$ cat config.mk
export PLATFORM = sky130hd
export DESIGN_NAME = pfgmux_top
export DESIGN_NICKNAME = d
export VERILOG_FILES = /design/src/pfgmux_pkg.sv /design/src/pfgmux_top.sv
export SDC_FILE = /design/constraint.sdc
export NUM_CORES = 1
export LEC_CHECK = 0
export BUFFER_PORTS_ARGS = -buffer_cell sky130_fd_sc_hd__buf_2
export CAP_MARGIN = 20
export CORE_AREA = 4 4 101 103
export CTS_CLUSTER_SIZE = 24
export DETAILED_ROUTE_END_ITERATION = 8
export DIE_AREA = 0 0 105 107
export GPL_TIMING_DRIVEN = 0
export PLACE_DENSITY = 0.7
export RECOVER_POWER = 100
export SETUP_SLACK_MARGIN = 0.4
export SKIP_LAST_GASP = 1
export SLEW_MARGIN = 20
export SYNTH_ARGS = -nofsm -noshare
export SYNTH_HDL_FRONTEND = slang
export SYNTH_SLANG_ARGS = --single-unit
export TNS_END_PERCENT = 1
$ cat constraint.sdc
create_clock -name aclk -period 2.35 [get_ports aclk]
set_input_delay 0.1175 -clock aclk [delete_from_list [all_inputs] [get_ports aclk]]
set_output_delay 0.1175 -clock aclk [all_outputs]
set_load 0.005 [all_outputs]
$ cat src/pfgmux_pkg.sv
/*
 * Constants for the port F / port G alternate function override block.
 * Assumes a 32-bit AXI4-Lite register bus and 8-bit port F, 5-bit port G.
 */
package pfgmux_pkg;
  // Register byte offsets
  localparam logic [7:0] ADDR_CTRL    = 8'h00;
  localparam logic [7:0] ADDR_PF_DATA = 8'h04;
  localparam logic [7:0] ADDR_PF_DIR  = 8'h08;
  localparam logic [7:0] ADDR_PG_DATA = 8'h0c;
  localparam logic [7:0] ADDR_PG_DIR  = 8'h10;
  localparam logic [7:0] ADDR_STATUS  = 8'h14;

  // Control register fields
  localparam int CTRL_LCD_EN_BIT = 0;
  localparam int CTRL_MASK_LSB   = 4;
  localparam int MASK_W          = 4;

  // Status register fields
  localparam int STAT_PF_LSB   = 0;
  localparam int STAT_PG_LSB   = 8;
  localparam int STAT_DBG_BIT  = 16;
  localparam int STAT_TAP_INSTR_SHIFT_STATE = 17;
  localparam int STAT_TAP_DATA_SHIFT_STATE = 18;

  // Port widths and pin positions
  localparam int PF_W    = 8;
  localparam int PG_W    = 5;
  localparam int PF_TDI  = 7;
  localparam int PF_TDO  = 6;
  localparam int PF_TMS  = 5;
  localparam int PF_TCK  = 4;
  localparam int PG_LCD_SEGMENT_LINE_23 = 4;
  localparam int PG_LCD_SEGMENT_LINE_24 = 3;
  localparam int PG_LCD_SEGMENT_LINE_4  = 2;
  localparam int PG_LCD_SEGMENT_LINE_13 = 1;
  localparam int PG_LCD_SEGMENT_LINE_14 = 0;

  // Port mask thresholds
  localparam logic [MASK_W-1:0] MASK_GT_LCD_SEGMENT_LINE_23 = 4'h5;
  localparam logic [MASK_W-1:0] MASK_GT_LCD_SEGMENT_LINE_24 = 4'h6;
  localparam logic [MASK_W-1:0] MASK_GT_LCD_SEGMENT_LINE_13 = 4'h0;

  // Reset values and bus response codes
  localparam logic [7:0] RST_BYTE  = 8'h00;
  localparam logic [1:0] RESP_OKAY = 2'b00;
  localparam logic [1:0] RESP_SLVERR = 2'b10;
endpackage

$ cat src/pfgmux_top.sv
/*
 * Port F / port G alternate function override logic with AXI4-Lite registers.
 * Assumes all inputs synchronous to aclk; the TAP controller, converter and
 * LCD driver sit outside and consume the routed signals.
 */
// The implementer's own choices: the placing of the registers and the AXI4-Lite register port.
`timescale 1ns/1ps
`default_nettype none

module pfgmux_top #(
  parameter int ADDR_W = 8
) (
  input  wire logic                  aclk,
  input  wire logic                  aresetn,
  input  wire logic [ADDR_W-1:0]     s_axi_awaddr,
  input  wire logic [2:0]            s_axi_awprot,
  input  wire logic                  s_axi_awvalid,
  output logic                       s_axi_awready,
  input  wire logic [31:0]           s_axi_wdata,
  input  wire logic [3:0]            s_axi_wstrb,
  input  wire logic                  s_axi_wvalid,
  output logic                       s_axi_wready,
  output logic [1:0]                 s_axi_bresp,
  output logic                       s_axi_bvalid,
  input  wire logic                  s_axi_bready,
  input  wire logic [ADDR_W-1:0]     s_axi_araddr,
  input  wire logic [2:0]            s_axi_arprot,
  input  wire logic                  s_axi_arvalid,
  output logic                       s_axi_arready,
  output logic [31:0]                s_axi_rdata,
  output logic [1:0]                 s_axi_rresp,
  output logic                       s_axi_rvalid,
  input  wire logic                  s_axi_rready,
  input  wire logic                  debug_port_enable,
  input  wire logic                  tap_instr_shift_state,
  input  wire logic                  tap_data_shift_state,
  input  wire logic                  tap_tdo,
  output logic                       tap_tdi,
  output logic                       tap_tms,
  output logic                       tap_tck,
  input  wire logic [7:0]            portf_pin_in,
  output logic [7:0]                 portf_pin_out,
  output logic [7:0]                 portf_pin_oe,
  output logic [7:0]                 portf_pullup,
  output logic [7:0]                 portf_analog_in,
  input  wire logic [4:0]            portg_pin_in,
  output logic [4:0]                 portg_pin_out,
  output logic [4:0]                 portg_pin_oe,
  output logic [4:0]                 portg_pullup,
  output logic                       timer0_ext_count_input,
  output logic                       timer1_ext_count_input,
  output logic                       lcd_segment_line_23,
  output logic                       lcd_segment_line_24,
  output logic                       lcd_segment_line_4,
  output logic                       lcd_segment_line_13,
  output logic                       lcd_segment_line_14
);

  ////////////////////////////////////////////////////////////////////////////
  // Helpers

  // Pick override value when its enable is set
  function automatic logic ovr(input logic en, input logic val, input logic dflt);
    ovr = en ? val : dflt;
  endfunction

  // Byte register update under lane 0 strobe
  function automatic logic [7:0] wr_byte(input logic [7:0] old, input logic [31:0] d,
                                         input logic [3:0] strb);
    wr_byte = strb[0] ? d[7:0] : old;
  endfunction

  ////////////////////////////////////////////////////////////////////////////
  // Registers

  logic                                lcd_enable_q;
  logic [pfgmux_pkg::MASK_W-1:0]       lcd_port_mask_q;
  logic [pfgmux_pkg::PF_W-1:0]         pf_data_q;
  logic [pfgmux_pkg::PF_W-1:0]         pf_dir_q;
  logic [pfgmux_pkg::PG_W-1:0]         pg_data_q;
  logic [pfgmux_pkg::PG_W-1:0]         pg_dir_q;

  logic                                aw_held_q;
  logic [ADDR_W-1:0]                   aw_addr_q;
  logic                                w_held_q;
  logic [31:0]                         w_data_q;
  logic [3:0]                          w_strb_q;
  logic                                do_write;
  logic [31:0]                         status_word;

  ////////////////////////////////////////////////////////////////////////////
  // Override signals

  logic [7:0] pf_pullup_override_enable, pf_pullup_override_value, pf_direction_override_enable, pf_direction_override_value, pf_output_value_override_enable, pf_output_value_override_value, pf_input_enable_override_enable, pf_input_enable_override_value;
  logic [4:0] pg_pullup_override_enable, pg_direction_override_enable, pg_direction_override_value, pg_input_enable_override_enable;
  logic       lcd_gt5, lcd_gt6, lcd_gt0;
  logic [7:0] pf_din;
  logic [4:0] pg_din;

  // Port F overrides from debug enable
  always_comb begin
    pf_pullup_override_enable  = 8'h00;
    pf_pullup_override_value  = 8'h00;
    pf_direction_override_enable  = 8'h00;
    pf_direction_override_value  = 8'h00;
    pf_output_value_override_enable  = 8'h00;
    pf_output_value_override_value  = 8'h00;
    pf_input_enable_override_enable = 8'h00;
    pf_input_enable_override_value = 8'h00;
    pf_pullup_override_enable[pfgmux_pkg::PF_TDI:pfgmux_pkg::PF_TCK]  = {4{debug_port_enable}};
    pf_direction_override_enable[pfgmux_pkg::PF_TDI:pfgmux_pkg::PF_TCK]  = {4{debug_port_enable}};
    pf_input_enable_override_enable[pfgmux_pkg::PF_TDI:pfgmux_pkg::PF_TCK] = {4{debug_port_enable}};
    pf_pullup_override_value[pfgmux_pkg::PF_TDI] = 1'b1;
    pf_pullup_override_value[pfgmux_pkg::PF_TMS] = 1'b1;
    pf_pullup_override_value[pfgmux_pkg::PF_TCK] = 1'b1;
    pf_direction_override_value[pfgmux_pkg::PF_TDO] = tap_instr_shift_state | tap_data_shift_state;
    pf_output_value_override_enable[pfgmux_pkg::PF_TDO] = debug_port_enable;
    pf_output_value_override_value[pfgmux_pkg::PF_TDO] = tap_tdo;
  end

  // Port G overrides from LCD enable and mask
  assign lcd_gt5 = lcd_enable_q & (lcd_port_mask_q > pfgmux_pkg::MASK_GT_LCD_SEGMENT_LINE_23);
  assign lcd_gt6 = lcd_enable_q & (lcd_port_mask_q > pfgmux_pkg::MASK_GT_LCD_SEGMENT_LINE_24);
  assign lcd_gt0 = lcd_enable_q & (lcd_port_mask_q > pfgmux_pkg::MASK_GT_LCD_SEGMENT_LINE_13);

  always_comb begin
    pg_pullup_override_enable = {lcd_gt5, lcd_gt6, lcd_enable_q, lcd_gt0, lcd_gt0};
    pg_direction_override_enable = pg_pullup_override_enable;
    pg_input_enable_override_enable = pg_pullup_override_enable;
    pg_direction_override_value = 5'h00;
    pg_direction_override_value[pfgmux_pkg::PG_LCD_SEGMENT_LINE_23] = 1'b1;
  end

  // Pin drive, pull-up and input enable per port F pin
  always_comb begin
    for (int i = 0; i < pfgmux_pkg::PF_W; i++) begin
      portf_pin_oe[i]  = ovr(pf_direction_override_enable[i], pf_direction_override_value[i], pf_dir_q[i]);
      portf_pin_out[i] = ovr(pf_output_value_override_enable[i], pf_output_value_override_value[i], pf_data_q[i]);
      portf_pullup[i]  = ovr(pf_pullup_override_enable[i], pf_pullup_override_value[i],
                             pf_data_q[i] & ~pf_dir_q[i]);
      pf_din[i]        = portf_pin_in[i] & ovr(pf_input_enable_override_enable[i], pf_input_enable_override_value[i], 1'b1);
    end
  end

  // Pin drive, pull-up and input enable per port G pin
  always_comb begin
    for (int i = 0; i < pfgmux_pkg::PG_W; i++) begin
      portg_pin_oe[i]  = ovr(pg_direction_override_enable[i], pg_direction_override_value[i], pg_dir_q[i]);
      portg_pin_out[i] = pg_data_q[i];
      portg_pullup[i]  = ovr(pg_pullup_override_enable[i], 1'b0, pg_data_q[i] & ~pg_dir_q[i]);
      pg_din[i]        = portg_pin_in[i] & ~pg_input_enable_override_enable[i];
    end
  end

  // Test port taps; test logic outside runs on the routed clock
  assign tap_tdi = portf_pin_in[pfgmux_pkg::PF_TDI] & debug_port_enable;
  assign tap_tms = portf_pin_in[pfgmux_pkg::PF_TMS] & debug_port_enable;
  assign tap_tck = portf_pin_in[pfgmux_pkg::PF_TCK] & debug_port_enable;

  // Converter channels see every pin level
  assign portf_analog_in = portf_pin_in;

  // Timer count sources unless blocked by LCD
  assign timer0_ext_count_input = pg_din[pfgmux_pkg::PG_LCD_SEGMENT_LINE_23];
  assign timer1_ext_count_input = pg_din[pfgmux_pkg::PG_LCD_SEGMENT_LINE_24];

  // Segment lines claim their pins
  assign lcd_segment_line_23 = lcd_gt5;
  assign lcd_segment_line_24 = lcd_gt6;
  assign lcd_segment_line_4  = lcd_enable_q;
  assign lcd_segment_line_13 = lcd_gt0;
  assign lcd_segment_line_14 = lcd_gt0;

  ////////////////////////////////////////////////////////////////////////////
  // AXI4-Lite write path

  assign do_write = aw_held_q & w_held_q & ~s_axi_bvalid;

  // Write address capture
  always_ff @(posedge aclk) begin
    if (!aresetn) begin
      aw_held_q     <= 1'b0;
      aw_addr_q     <= '0;
      s_axi_awready <= 1'b0;
    end else begin
      s_axi_awready <= ~aw_held_q & ~(s_axi_awvalid & s_axi_awready);
      if (s_axi_awvalid & s_axi_awready) begin
        aw_held_q <= 1'b1;
        aw_addr_q <= s_axi_awaddr;
      end else if (do_write) begin
        aw_held_q <= 1'b0;
      end
    end
  end

  // Write data capture
  always_ff @(posedge aclk) begin
    if (!aresetn) begin
      w_held_q     <= 1'b0;
      w_data_q     <= '0;
      w_strb_q     <= '0;
      s_axi_wready <= 1'b0;
    end else begin
      s_axi_wready <= ~w_held_q & ~(s_axi_wvalid & s_axi_wready);
      if (s_axi_wvalid & s_axi_wready) begin
        w_held_q <= 1'b1;
        w_data_q <= s_axi_wdata;
        w_strb_q <= s_axi_wstrb;
      end else if (do_write) begin
        w_held_q <= 1'b0;
      end
    end
  end

  // Register update and write response
  always_ff @(posedge aclk) begin
    if (!aresetn) begin
      lcd_enable_q    <= 1'b0;
      lcd_port_mask_q <= '0;
      pf_data_q       <= pfgmux_pkg::RST_BYTE;
      pf_dir_q        <= pfgmux_pkg::RST_BYTE;
      pg_data_q       <= '0;
      pg_dir_q        <= '0;
      s_axi_bvalid    <= 1'b0;
      s_axi_bresp     <= pfgmux_pkg::RESP_OKAY;
    end else begin
      if (s_axi_bvalid & s_axi_bready) begin
        s_axi_bvalid <= 1'b0;
      end
      if (do_write) begin
        s_axi_bvalid <= 1'b1;
        s_axi_bresp  <= pfgmux_pkg::RESP_OKAY;
        if (aw_addr_q[7:0] == pfgmux_pkg::ADDR_CTRL) begin
          if (w_strb_q[0]) begin
            lcd_enable_q    <= w_data_q[pfgmux_pkg::CTRL_LCD_EN_BIT];
            lcd_port_mask_q <= w_data_q[pfgmux_pkg::CTRL_MASK_LSB +: pfgmux_pkg::MASK_W];
          end
        end else if (aw_addr_q[7:0] == pfgmux_pkg::ADDR_PF_DATA) begin
          pf_data_q <= wr_byte(pf_data_q, w_data_q, w_strb_q);
        end else if (aw_addr_q[7:0] == pfgmux_pkg::ADDR_PF_DIR) begin
          pf_dir_q <= wr_byte(pf_dir_q, w_data_q, w_strb_q);
        end else if (aw_addr_q[7:0] == pfgmux_pkg::ADDR_PG_DATA) begin
          pg_data_q <= 5'(wr_byte({3'h0, pg_data_q}, w_data_q, w_strb_q));
        end else if (aw_addr_q[7:0] == pfgmux_pkg::ADDR_PG_DIR) begin
          pg_dir_q <= 5'(wr_byte({3'h0, pg_dir_q}, w_data_q, w_strb_q));
        end else if (aw_addr_q[7:0] == pfgmux_pkg::ADDR_STATUS) begin
          s_axi_bresp <= pfgmux_pkg::RESP_OKAY;  // Read-only, write ignored
        end else begin
          s_axi_bresp <= pfgmux_pkg::RESP_SLVERR;
        end
      end
    end
  end

  ////////////////////////////////////////////////////////////////////////////
  // AXI4-Lite read path

  // Live pin and test port state
  always_comb begin
    status_word = 32'h0000_0000;
    status_word[pfgmux_pkg::STAT_PF_LSB +: pfgmux_pkg::PF_W] = pf_din;
    status_word[pfgmux_pkg::STAT_PG_LSB +: pfgmux_pkg::PG_W] = pg_din;
    status_word[pfgmux_pkg::STAT_DBG_BIT]  = debug_port_enable;
    status_word[pfgmux_pkg::STAT_TAP_INSTR_SHIFT_STATE] = tap_instr_shift_state;
    status_word[pfgmux_pkg::STAT_TAP_DATA_SHIFT_STATE] = tap_data_shift_state;
  end

  // Read address accept and data return
  always_ff @(posedge aclk) begin
    if (!aresetn) begin
      s_axi_arready <= 1'b0;
      s_axi_rvalid  <= 1'b0;
      s_axi_rdata   <= 32'h0000_0000;
      s_axi_rresp   <= pfgmux_pkg::RESP_OKAY;
    end else begin
      s_axi_arready <= ~s_axi_rvalid & ~(s_axi_arvalid & s_axi_arready);
      if (s_axi_rvalid & s_axi_rready) begin
        s_axi_rvalid <= 1'b0;
      end
      if (s_axi_arvalid & s_axi_arready) begin
        s_axi_rvalid <= 1'b1;
        s_axi_rresp  <= pfgmux_pkg::RESP_OKAY;
        s_axi_rdata  <= 32'h0000_0000;
        if (s_axi_araddr[7:0] == pfgmux_pkg::ADDR_CTRL) begin
          s_axi_rdata[pfgmux_pkg::CTRL_LCD_EN_BIT] <= lcd_enable_q;
          s_axi_rdata[pfgmux_pkg::CTRL_MASK_LSB +: pfgmux_pkg::MASK_W] <= lcd_port_mask_q;
        end else if (s_axi_araddr[7:0] == pfgmux_pkg::ADDR_PF_DATA) begin
          s_axi_rdata[7:0] <= pf_data_q;
        end else if (s_axi_araddr[7:0] == pfgmux_pkg::ADDR_PF_DIR) begin
          s_axi_rdata[7:0] <= pf_dir_q;
        end else if (s_axi_araddr[7:0] == pfgmux_pkg::ADDR_PG_DATA) begin
          s_axi_rdata[4:0] <= pg_data_q;
        end else if (s_axi_araddr[7:0] == pfgmux_pkg::ADDR_PG_DIR) begin
          s_axi_rdata[4:0] <= pg_dir_q;
        end else if (s_axi_araddr[7:0] == pfgmux_pkg::ADDR_STATUS) begin
          s_axi_rdata <= status_word;
        end else begin
          s_axi_rresp <= pfgmux_pkg::RESP_SLVERR;
        end
      end
    end
  end

endmodule

`default_nettype wire

==> flow_summary_export.csv, run 1 <==
group,metric,value,unit
clocking,clock_tree_from_tritoncts,"done",
min_path,worstHoldPathType,"input port to flop",
sta,setup-tns-final,0,ns
routing,first_iter_violations,175,
setup_path,setup.worst_path.class,"flop to flop",
routing,routed_via_density,4.903,
setup_path,endpoint_kind,"flop",
floorplanning,io_pins,180,
floorplanning,fp.dieArea,11240,sq um
logic_synthesis,synth_edf_count,0,
logic_synthesis,synth_ff_type,"sky130_fd_sc_hd__dfxtp_1",
power_and_ir_drop,ir_drop,0.0004139,V
clocking,path_clk_slew,0.08,ns
placement,global_placement_routability_congestion,0.8885,
floorplanning,core-area,9196,sq um
logic_synthesis,post_synth.cell_area_avg,8.438,sq um
placement,post-place-ws,0.1315,ns
setup_path,critical_path_required,2.62,ns
sta,timing.slew.headroom,0.5374,
routing,routed_wire_per_std_cell,14.90,um
sta,final-hold-violation-count,0,
clocking,cts_htree_levels,3,
job,max-cap-violations,0,
power_and_ir_drop,pwr_density_cell,580.9,nW/um^2
final_layout,synth_to_final_area_change,30.00,%
logic_synthesis,async_flop_share,0,
power_and_ir_drop,power.switching_fraction,0.2327,
routing,remaining_drc_errors,0,
global_routing,grt_start_max_net_pins,14,
routing,vias,3481,
setup_path,timing.critical_path.fanout_max,5,
power_and_ir_drop,leak_pwr,0.001968,uW
final_layout,final_nets,676,
clocking,worst_skew_pair.late_latency,0.35,ns
floorplanning,starting_density_of_the_core,0.3982,
power_and_ir_drop,gate_power_share,0.098,
global_routing,track_usage,0.1836,
routing,detail-route-antenna-nets,0,
power_and_ir_drop,power.share.sequential,0.462,
placement,placed_instance_area,4496,sq um
setup_path,timing.critical_path.from_type,"flop",
logic_synthesis,synth_sequential_area_ratio,0.3990,
power_and_ir_drop,power.clock.fraction,0.441,
floorplanning,chipWidth,105,um
placement,io_buffer_count,126,
floorplanning,core.rowCount,35,
final_layout,final_common_cell,"sky130_fd_sc_hd__nand2_1",
sta,max_slew.worst_pin.slew,0.6876,ns
routing,drt-pass1-iter-count,5,
sta,fmax,0.4698,GHz
clocking,cts_inserted_buffers,9,
power_and_ir_drop,power_switching,643.5,uW
logic_synthesis,synth.lib_cells_used.distinct,47,
setup_path,worstPathArrival,2.40,ns
sta,post-route-min-period,2.129,ns
global_routing,grt_first_pass_wirelength,16450,um
placement,place.detailed.hpwl,8355,um
global_routing,global_route.overflow_total,0,
final_layout,final_design_area_no_fill,4761,sq um
clocking,cts-root-to-sink-buffers,2,
logic_synthesis,syn-cell-area,3662,sq um
logic_synthesis,synth_top_cell_area_share,0.3990,
final_layout,diodes,0,
global_routing,antenna_found_initial,0,
logic_synthesis,synth-seq-cells,73,
power_and_ir_drop,p_total,2766,uW
sta,finalSetupViolations,0,
routing,postRouteWirelength,10580,um
logic_synthesis,synthesis.instances,434,
status,outcome,"complete, no violations",
sta,layout_setup_ws,0.2212,ns
clocking,cts_root_buf,"sky130_fd_sc_hd__clkbuf_8",
sta,fin_crit_sh,0.9059,
final_layout,final_cells,710,
sta,rsz0062_at_grt,"yes",
power_and_ir_drop,cell_internal_pwr,2122,uW
logic_synthesis,yosysTopAreaCell,"sky130_fd_sc_hd__dfxtp_1",
sta,finalMaxSlewViolations,0,
sta,fin_skew,0.008959,ns
logic_synthesis,synth.area.top_cells,"sky130_fd_sc_hd__dfxtp_1 40%, sky130_fd_sc_hd__nand2_1 9.7%, sky130_fd_sc_hd__mux2i_1 9.0%, sky130_fd_sc_hd__buf_4 7.8%, sky130_fd_sc_hd__a21boi_0 4.1%",
final_layout,layout-drive-gt1-share,0.2421,
placement,dpl.cell_count,688,
logic_synthesis,synth_warnings,0,
floorplanning,die_height,107,um
global_routing,grt_pass1_vias,3257,
final_layout,layout_common_cells,"95 x sky130_fd_sc_hd__nand2_1, 76 x sky130_fd_sc_hd__buf_2, 73 x sky130_fd_sc_hd__dfxtp_1",
clocking,clock-sinks,73,
[area by class of cell]
type / count / area, sq um
multi-input cells: 303 / 1853
clock buffers: 10 / 137.6
flip-flops and latches: 73 / 1461
clock inverters: 6 / 115.1
repair buffers: 132 / 629.4
well taps: 111 / 138.9
fillers: 934 / 4436
plain buffers: 60 / 369.1
inverters: 15 / 56.30
[Yosys cell counts (5+ instances only)]
cell type                   n
sky130_fd_sc_hd__nand2_1   95
sky130_fd_sc_hd__dfxtp_1   73
sky130_fd_sc_hd__buf_4     38
sky130_fd_sc_hd__mux2i_1   33
sky130_fd_sc_hd__a21boi_0  20
sky130_fd_sc_hd__clkbuf_1  20
sky130_fd_sc_hd__inv_1     15
sky130_fd_sc_hd__nor2_1    15
sky130_fd_sc_hd__and2_1    11
sky130_fd_sc_hd__nor2b_1   11
sky130_fd_sc_hd__o21ai_0   11
sky130_fd_sc_hd__a21o_1     8
sky130_fd_sc_hd__a21oi_1    8
sky130_fd_sc_hd__a32o_1     7
sky130_fd_sc_hd__nand2b_1   7
sky130_fd_sc_hd__nor3_1     5
[power by group through the flow]
stage	clock network [uW]	registers, uW	logic [uW]
6_report	1220	1280	271
2_1_floorplan	0	1300	162
4_1_cts	1240	1280	273
3_3_place_gp	0	1300	262
5_1_grt	1280	1280	302
3_5_place_dp	0	1310	266
[routing by layer]
metal / track usage / up-vias / wire length, um
met3: 0.05599 / 11 / 849
li1: - / 1746 / -
met2: 0.3048 / 138 / 5069
met4: 0.05530 / 0 / 108
met1: 0.2295 / 1586 / 4553
met5: 0 / - / 0
[metrics by stage]
stage	hold slack, ns	utilization
global route	0.008237	0.5177
detailed placement	0.3512	0.4888
finish	0.01732	0.5177
floorplan	0.2432	-
CTS	0.001295	0.5259
global placement	0.3466	0.4888
[final timing paths]
path	start	end	slack, ns	cells after the start
worst min register to register	s_axi_rvalid$_SDFFE_PN0P_	s_axi_arready$_SDFF_PN0_	0.44	1
worst min-delay path	portg_pin_in[1]	s_axi_rdata[9]$_SDFFE_PN0P_	0.02	2
worst max-delay path	aw_addr_q[6]$_SDFFE_PN0P_	lcd_port_mask_q[0]$_SDFFE_PN0P_	0.22	6
worst max register to register	aw_addr_q[6]$_SDFFE_PN0P_	lcd_port_mask_q[0]$_SDFFE_PN0P_	0.22	6
[cell families (layout without fill, tap and decap cells)]
kind of cell,count (synthesis),in the layout,synth area share
and+or+nand+nor,172,172,0.2292
buffers and inverters,75,223,0.1179
DFF,73,73,0.3990
AOI/OAI and AO/OA,79,79,0.1596
muxes,34,34,0.09327
other,1,18,0.001024
[state kept, by name (all words and copies together) (netlist names)]
| signal | cells |
|---|---|
| s_axi_wready | 1 |
| s_axi_bresp | 1 |
| w_strb_q | 1 |
| s_axi_rdata | 16 |
| s_axi_bvalid | 1 |
| s_axi_rresp | 1 |
| w_held_q | 1 |
| s_axi_rvalid | 1 |
| aw_held_q | 1 |
| s_axi_awready | 1 |
| pg_dir_q | 5 |
| lcd_port_mask_q | 4 |
| portg_pin_out | 5 |
| w_data_q | 8 |
| s_axi_arready | 1 |
| pf_data_q | 8 |
| lcd_segment_line_4 | 1 |
| pf_dir_q | 8 |
| aw_addr_q | 8 |
[worst max-delay path, cell delays in order, from the launching register on]
cell	delay, ns
sky130_fd_sc_hd__dfxtp_1	0.32
sky130_fd_sc_hd__or4_4	0.53
sky130_fd_sc_hd__or3b_4	0.37
sky130_fd_sc_hd__clkbuf_2	0.21
sky130_fd_sc_hd__nor4b_4	0.25
sky130_fd_sc_hd__buf_6	0.17
sky130_fd_sc_hd__mux2i_1	0.19
[timing repair]
action / in CTS / in global routing
endpoints found under the hold margin: 4 / 0
hold buffers: 4 / 0
gates resized for setup: 5 / 1
setup endpoints to repair: 37 / 34
pin swaps: 2 / 1
buffers inserted: 2 / 0
No activity file was read; power rests on OpenSTA's default activity.
==> run 2, diff against run 1 <==
==> constraint.sdc (replaced) <==
create_clock -name aclk -period 2.45 [get_ports aclk]
set_input_delay 0.1225 -clock aclk [delete_from_list [all_inputs] [get_ports aclk]]
set_output_delay 0.1225 -clock aclk [all_outputs]
set_load 0.005 [all_outputs]
==> run 2 against run 1 <==
Sequential share of layout area increased by 0.11 points. Global-route usage barely moved. Highest routed layer unchanged. Critical endpoint is now pf_dir_q[4]$_SDFFE_PN0P_. Routed wire length decreased by 1.0%. Largest cell class unchanged. Combinational power down 5%. Critical path type unchanged. Sequential power shrank 5%.
==> flow_summary_export.csv, run 2 (synthesized netlist as in run 1, its figures left out) <==
group,metric,value,unit
status,outcome,"complete, no violations",
floorplanning,starting_density_of_the_core,0.3982,
clocking,path_clk_slew,0.08,ns
sta,post-route-min-period,2.236,ns
setup_path,critical_path_required,2.72,ns
final_layout,final_nets,675,
min_path,worstHoldPathType,"input port to flop",
clocking,cts-root-to-sink-buffers,2,
routing,detail-route-antenna-nets,0,
power_and_ir_drop,pwr_density_cell,553.6,nW/um^2
sta,rsz0062_at_grt,"yes",
final_layout,final_common_cell,"sky130_fd_sc_hd__nand2_1",
sta,layout_setup_ws,0.2143,ns
routing,first_iter_violations,163,
setup_path,ff2ff_setup_slack,0.21,ns
power_and_ir_drop,ir_drop,0.0004999,V
placement,io_buffer_count,126,
setup_path,timing.critical_path.slowest_stage_cell,"sky130_fd_sc_hd__or4_4",
global_routing,grt_pass1_vias,3267,
floorplanning,io_pins,180,
clocking,cts_inserted_buffers,9,
global_routing,antenna_found_initial,0,
placement,place.detailed.hpwl,8242,um
global_routing,grt_start_max_net_pins,14,
setup_path,crit_path_max_incr_delay,0.53,ns
setup_path,timing.critical_path.from_type,"flop",
placement,post-place-ws,0.2061,ns
routing,vias,3426,
final_layout,diodes,0,
clocking,clock_tree_from_tritoncts,"done",
sta,max_slew.worst_pin.slew,0.6964,ns
placement,global_placement_routability_congestion,0.8681,
final_layout,final_design_area_no_fill,4743,sq um
sta,setup-tns-final,0,ns
clocking,cts_htree_levels,3,
global_routing,global_route.overflow_total,0,
floorplanning,chipWidth,105,um
placement,placed_instance_area,4496,sq um
sta,final-hold-violation-count,0,
floorplanning,core.rowCount,35,
setup_path,endpoint_kind,"flop",
floorplanning,die_height,107,um
setup_path,setup.worst_path.class,"flop to flop",
job,max-cap-violations,0,
routing,remaining_drc_errors,0,
global_routing,grt_first_pass_wirelength,16480,um
routing,postRouteWirelength,10470,um
setup_path,worstPathCellList,"or4_4 -> or3b_4 -> buf_8 -> nor2_2 -> mux2i_1",
routing,drt-pass1-iter-count,5,
routing,routed_wire_per_std_cell,14.77,um
final_layout,final_util,0.5158,
placement,dpl.cell_count,688,
sta,fin_skew,0.009082,ns
setup_path,timing.critical_path.fanout_max,8,
final_layout,layout-drive-gt1-share,0.2358,
sta,fin_crit_sh,0.9125,
sta,timing.slew.headroom,0.5315,
sta,finalMaxSlewViolations,0,
final_layout,largest_register_ffs,16,
power_and_ir_drop,leak_pwr,0.001950,uW
routing,routed_via_density,4.832,
clocking,cts_root_buf,"sky130_fd_sc_hd__clkbuf_8",
final_layout,max_flop_register,"s_axi_rdata",
sta,finalSetupViolations,0,
setup_path,worstPathArrival,2.51,ns
final_layout,final_cells,709,
clocking,clock-sinks,73,
floorplanning,core-area,9196,sq um
sta,fmax,0.4473,GHz
final_layout,synth_to_final_area_change,29.52,%
clocking,worst_skew_pair.late_latency,0.35,ns
global_routing,track_usage,0.1838,
floorplanning,fp.dieArea,11240,sq um
final_layout,layout_common_cells,"95 x sky130_fd_sc_hd__nand2_1, 76 x sky130_fd_sc_hd__buf_2, 73 x sky130_fd_sc_hd__clkbuf_1, 73 x sky130_fd_sc_hd__dfxtp_1, 33 x sky130_fd_sc_hd__mux2i_1",
==> run 2: cell types whose count changed in the layout (fill, tap and decap cells not counted), sizes merged <==
cell         previous run  this run
inv                    15        16
buf                   104       103
clkinv                  2         1
clkbuf                 94        96
dlygate4sd3             4         2
==> run 2: layout make-up <==
cell class | count | area (sq um)
plain buffers | 60 | 379.1
clock buffers | 10 | 127.6
clock inverters | 6 | 115.1
fillers | 902 | 4453
inverters | 15 | 56.30
multi-input cells | 303 | 1857
flip-flops and latches | 73 | 1461
well taps | 111 | 138.9
repair buffers | 131 | 608.1
==> run 2: critical path: cells and delay by family (launching register included) <==
kind                   cells  cell delay, ns
and+or+nand+nor            3            1.42
DFF                        1            0.32
muxes                      1            0.25
buffers and inverters      1            0.15
==> run 2: routing by layer <==
| layer | vias to the layer above | share of wire | global-route usage |
|---|---|---|---|
| li1 | 1740 | - | - |
| met1 | 1530 | 0.44 | 0.2274 |
| met2 | 148 | 0.47 | 0.3112 |
| met3 | 8 | 0.081 | 0.05659 |
| met4 | 0 | 0.010 | 0.04780 |
| met5 | - | 0 | 0 |
==> run 2: repair_timing <==
item                       4_1_cts  5_1_grt
gates resized for setup          3        4
hold buffers                     2        0
setup endpoints to repair       32       34
hold endpoints to repair         2        0
pin swaps                        2        2
setup buffers                    3        0
==> run 2: worst paths after layout <==
path | from | endpoint | cells after the start
worst max register to register | aw_addr_q[6]$_SDFFE_PN0P_ | pf_dir_q[4]$_SDFFE_PN0P_ | 5
worst max-delay path | aw_addr_q[6]$_SDFFE_PN0P_ | pf_dir_q[4]$_SDFFE_PN0P_ | 5
worst min register to register | s_axi_rvalid$_SDFFE_PN0P_ | s_axi_arready$_SDFF_PN0_ | 1
worst min-delay path | s_axi_awaddr[6] | aw_addr_q[6]$_SDFFE_PN0P_ | 3
==> run 2: stage by stage <==
step	hold WS (ns)	total power (uW)
after floorplan	0.2482	1405
after global placement	0.3546	1502
after detailed placement	0.3590	1507
after CTS	0.00002057	2646
after global routing	0.002218	2722
final	0.01234	2626
==> run 2: where the power goes <==
part	internal [uW]	switching [uW]	leakage, uW	total [uW]
Combinational	118	138	0.00124	257
Sequential	1210	15.3	0.000591	1220
Clock	682	463	0.000117	1150
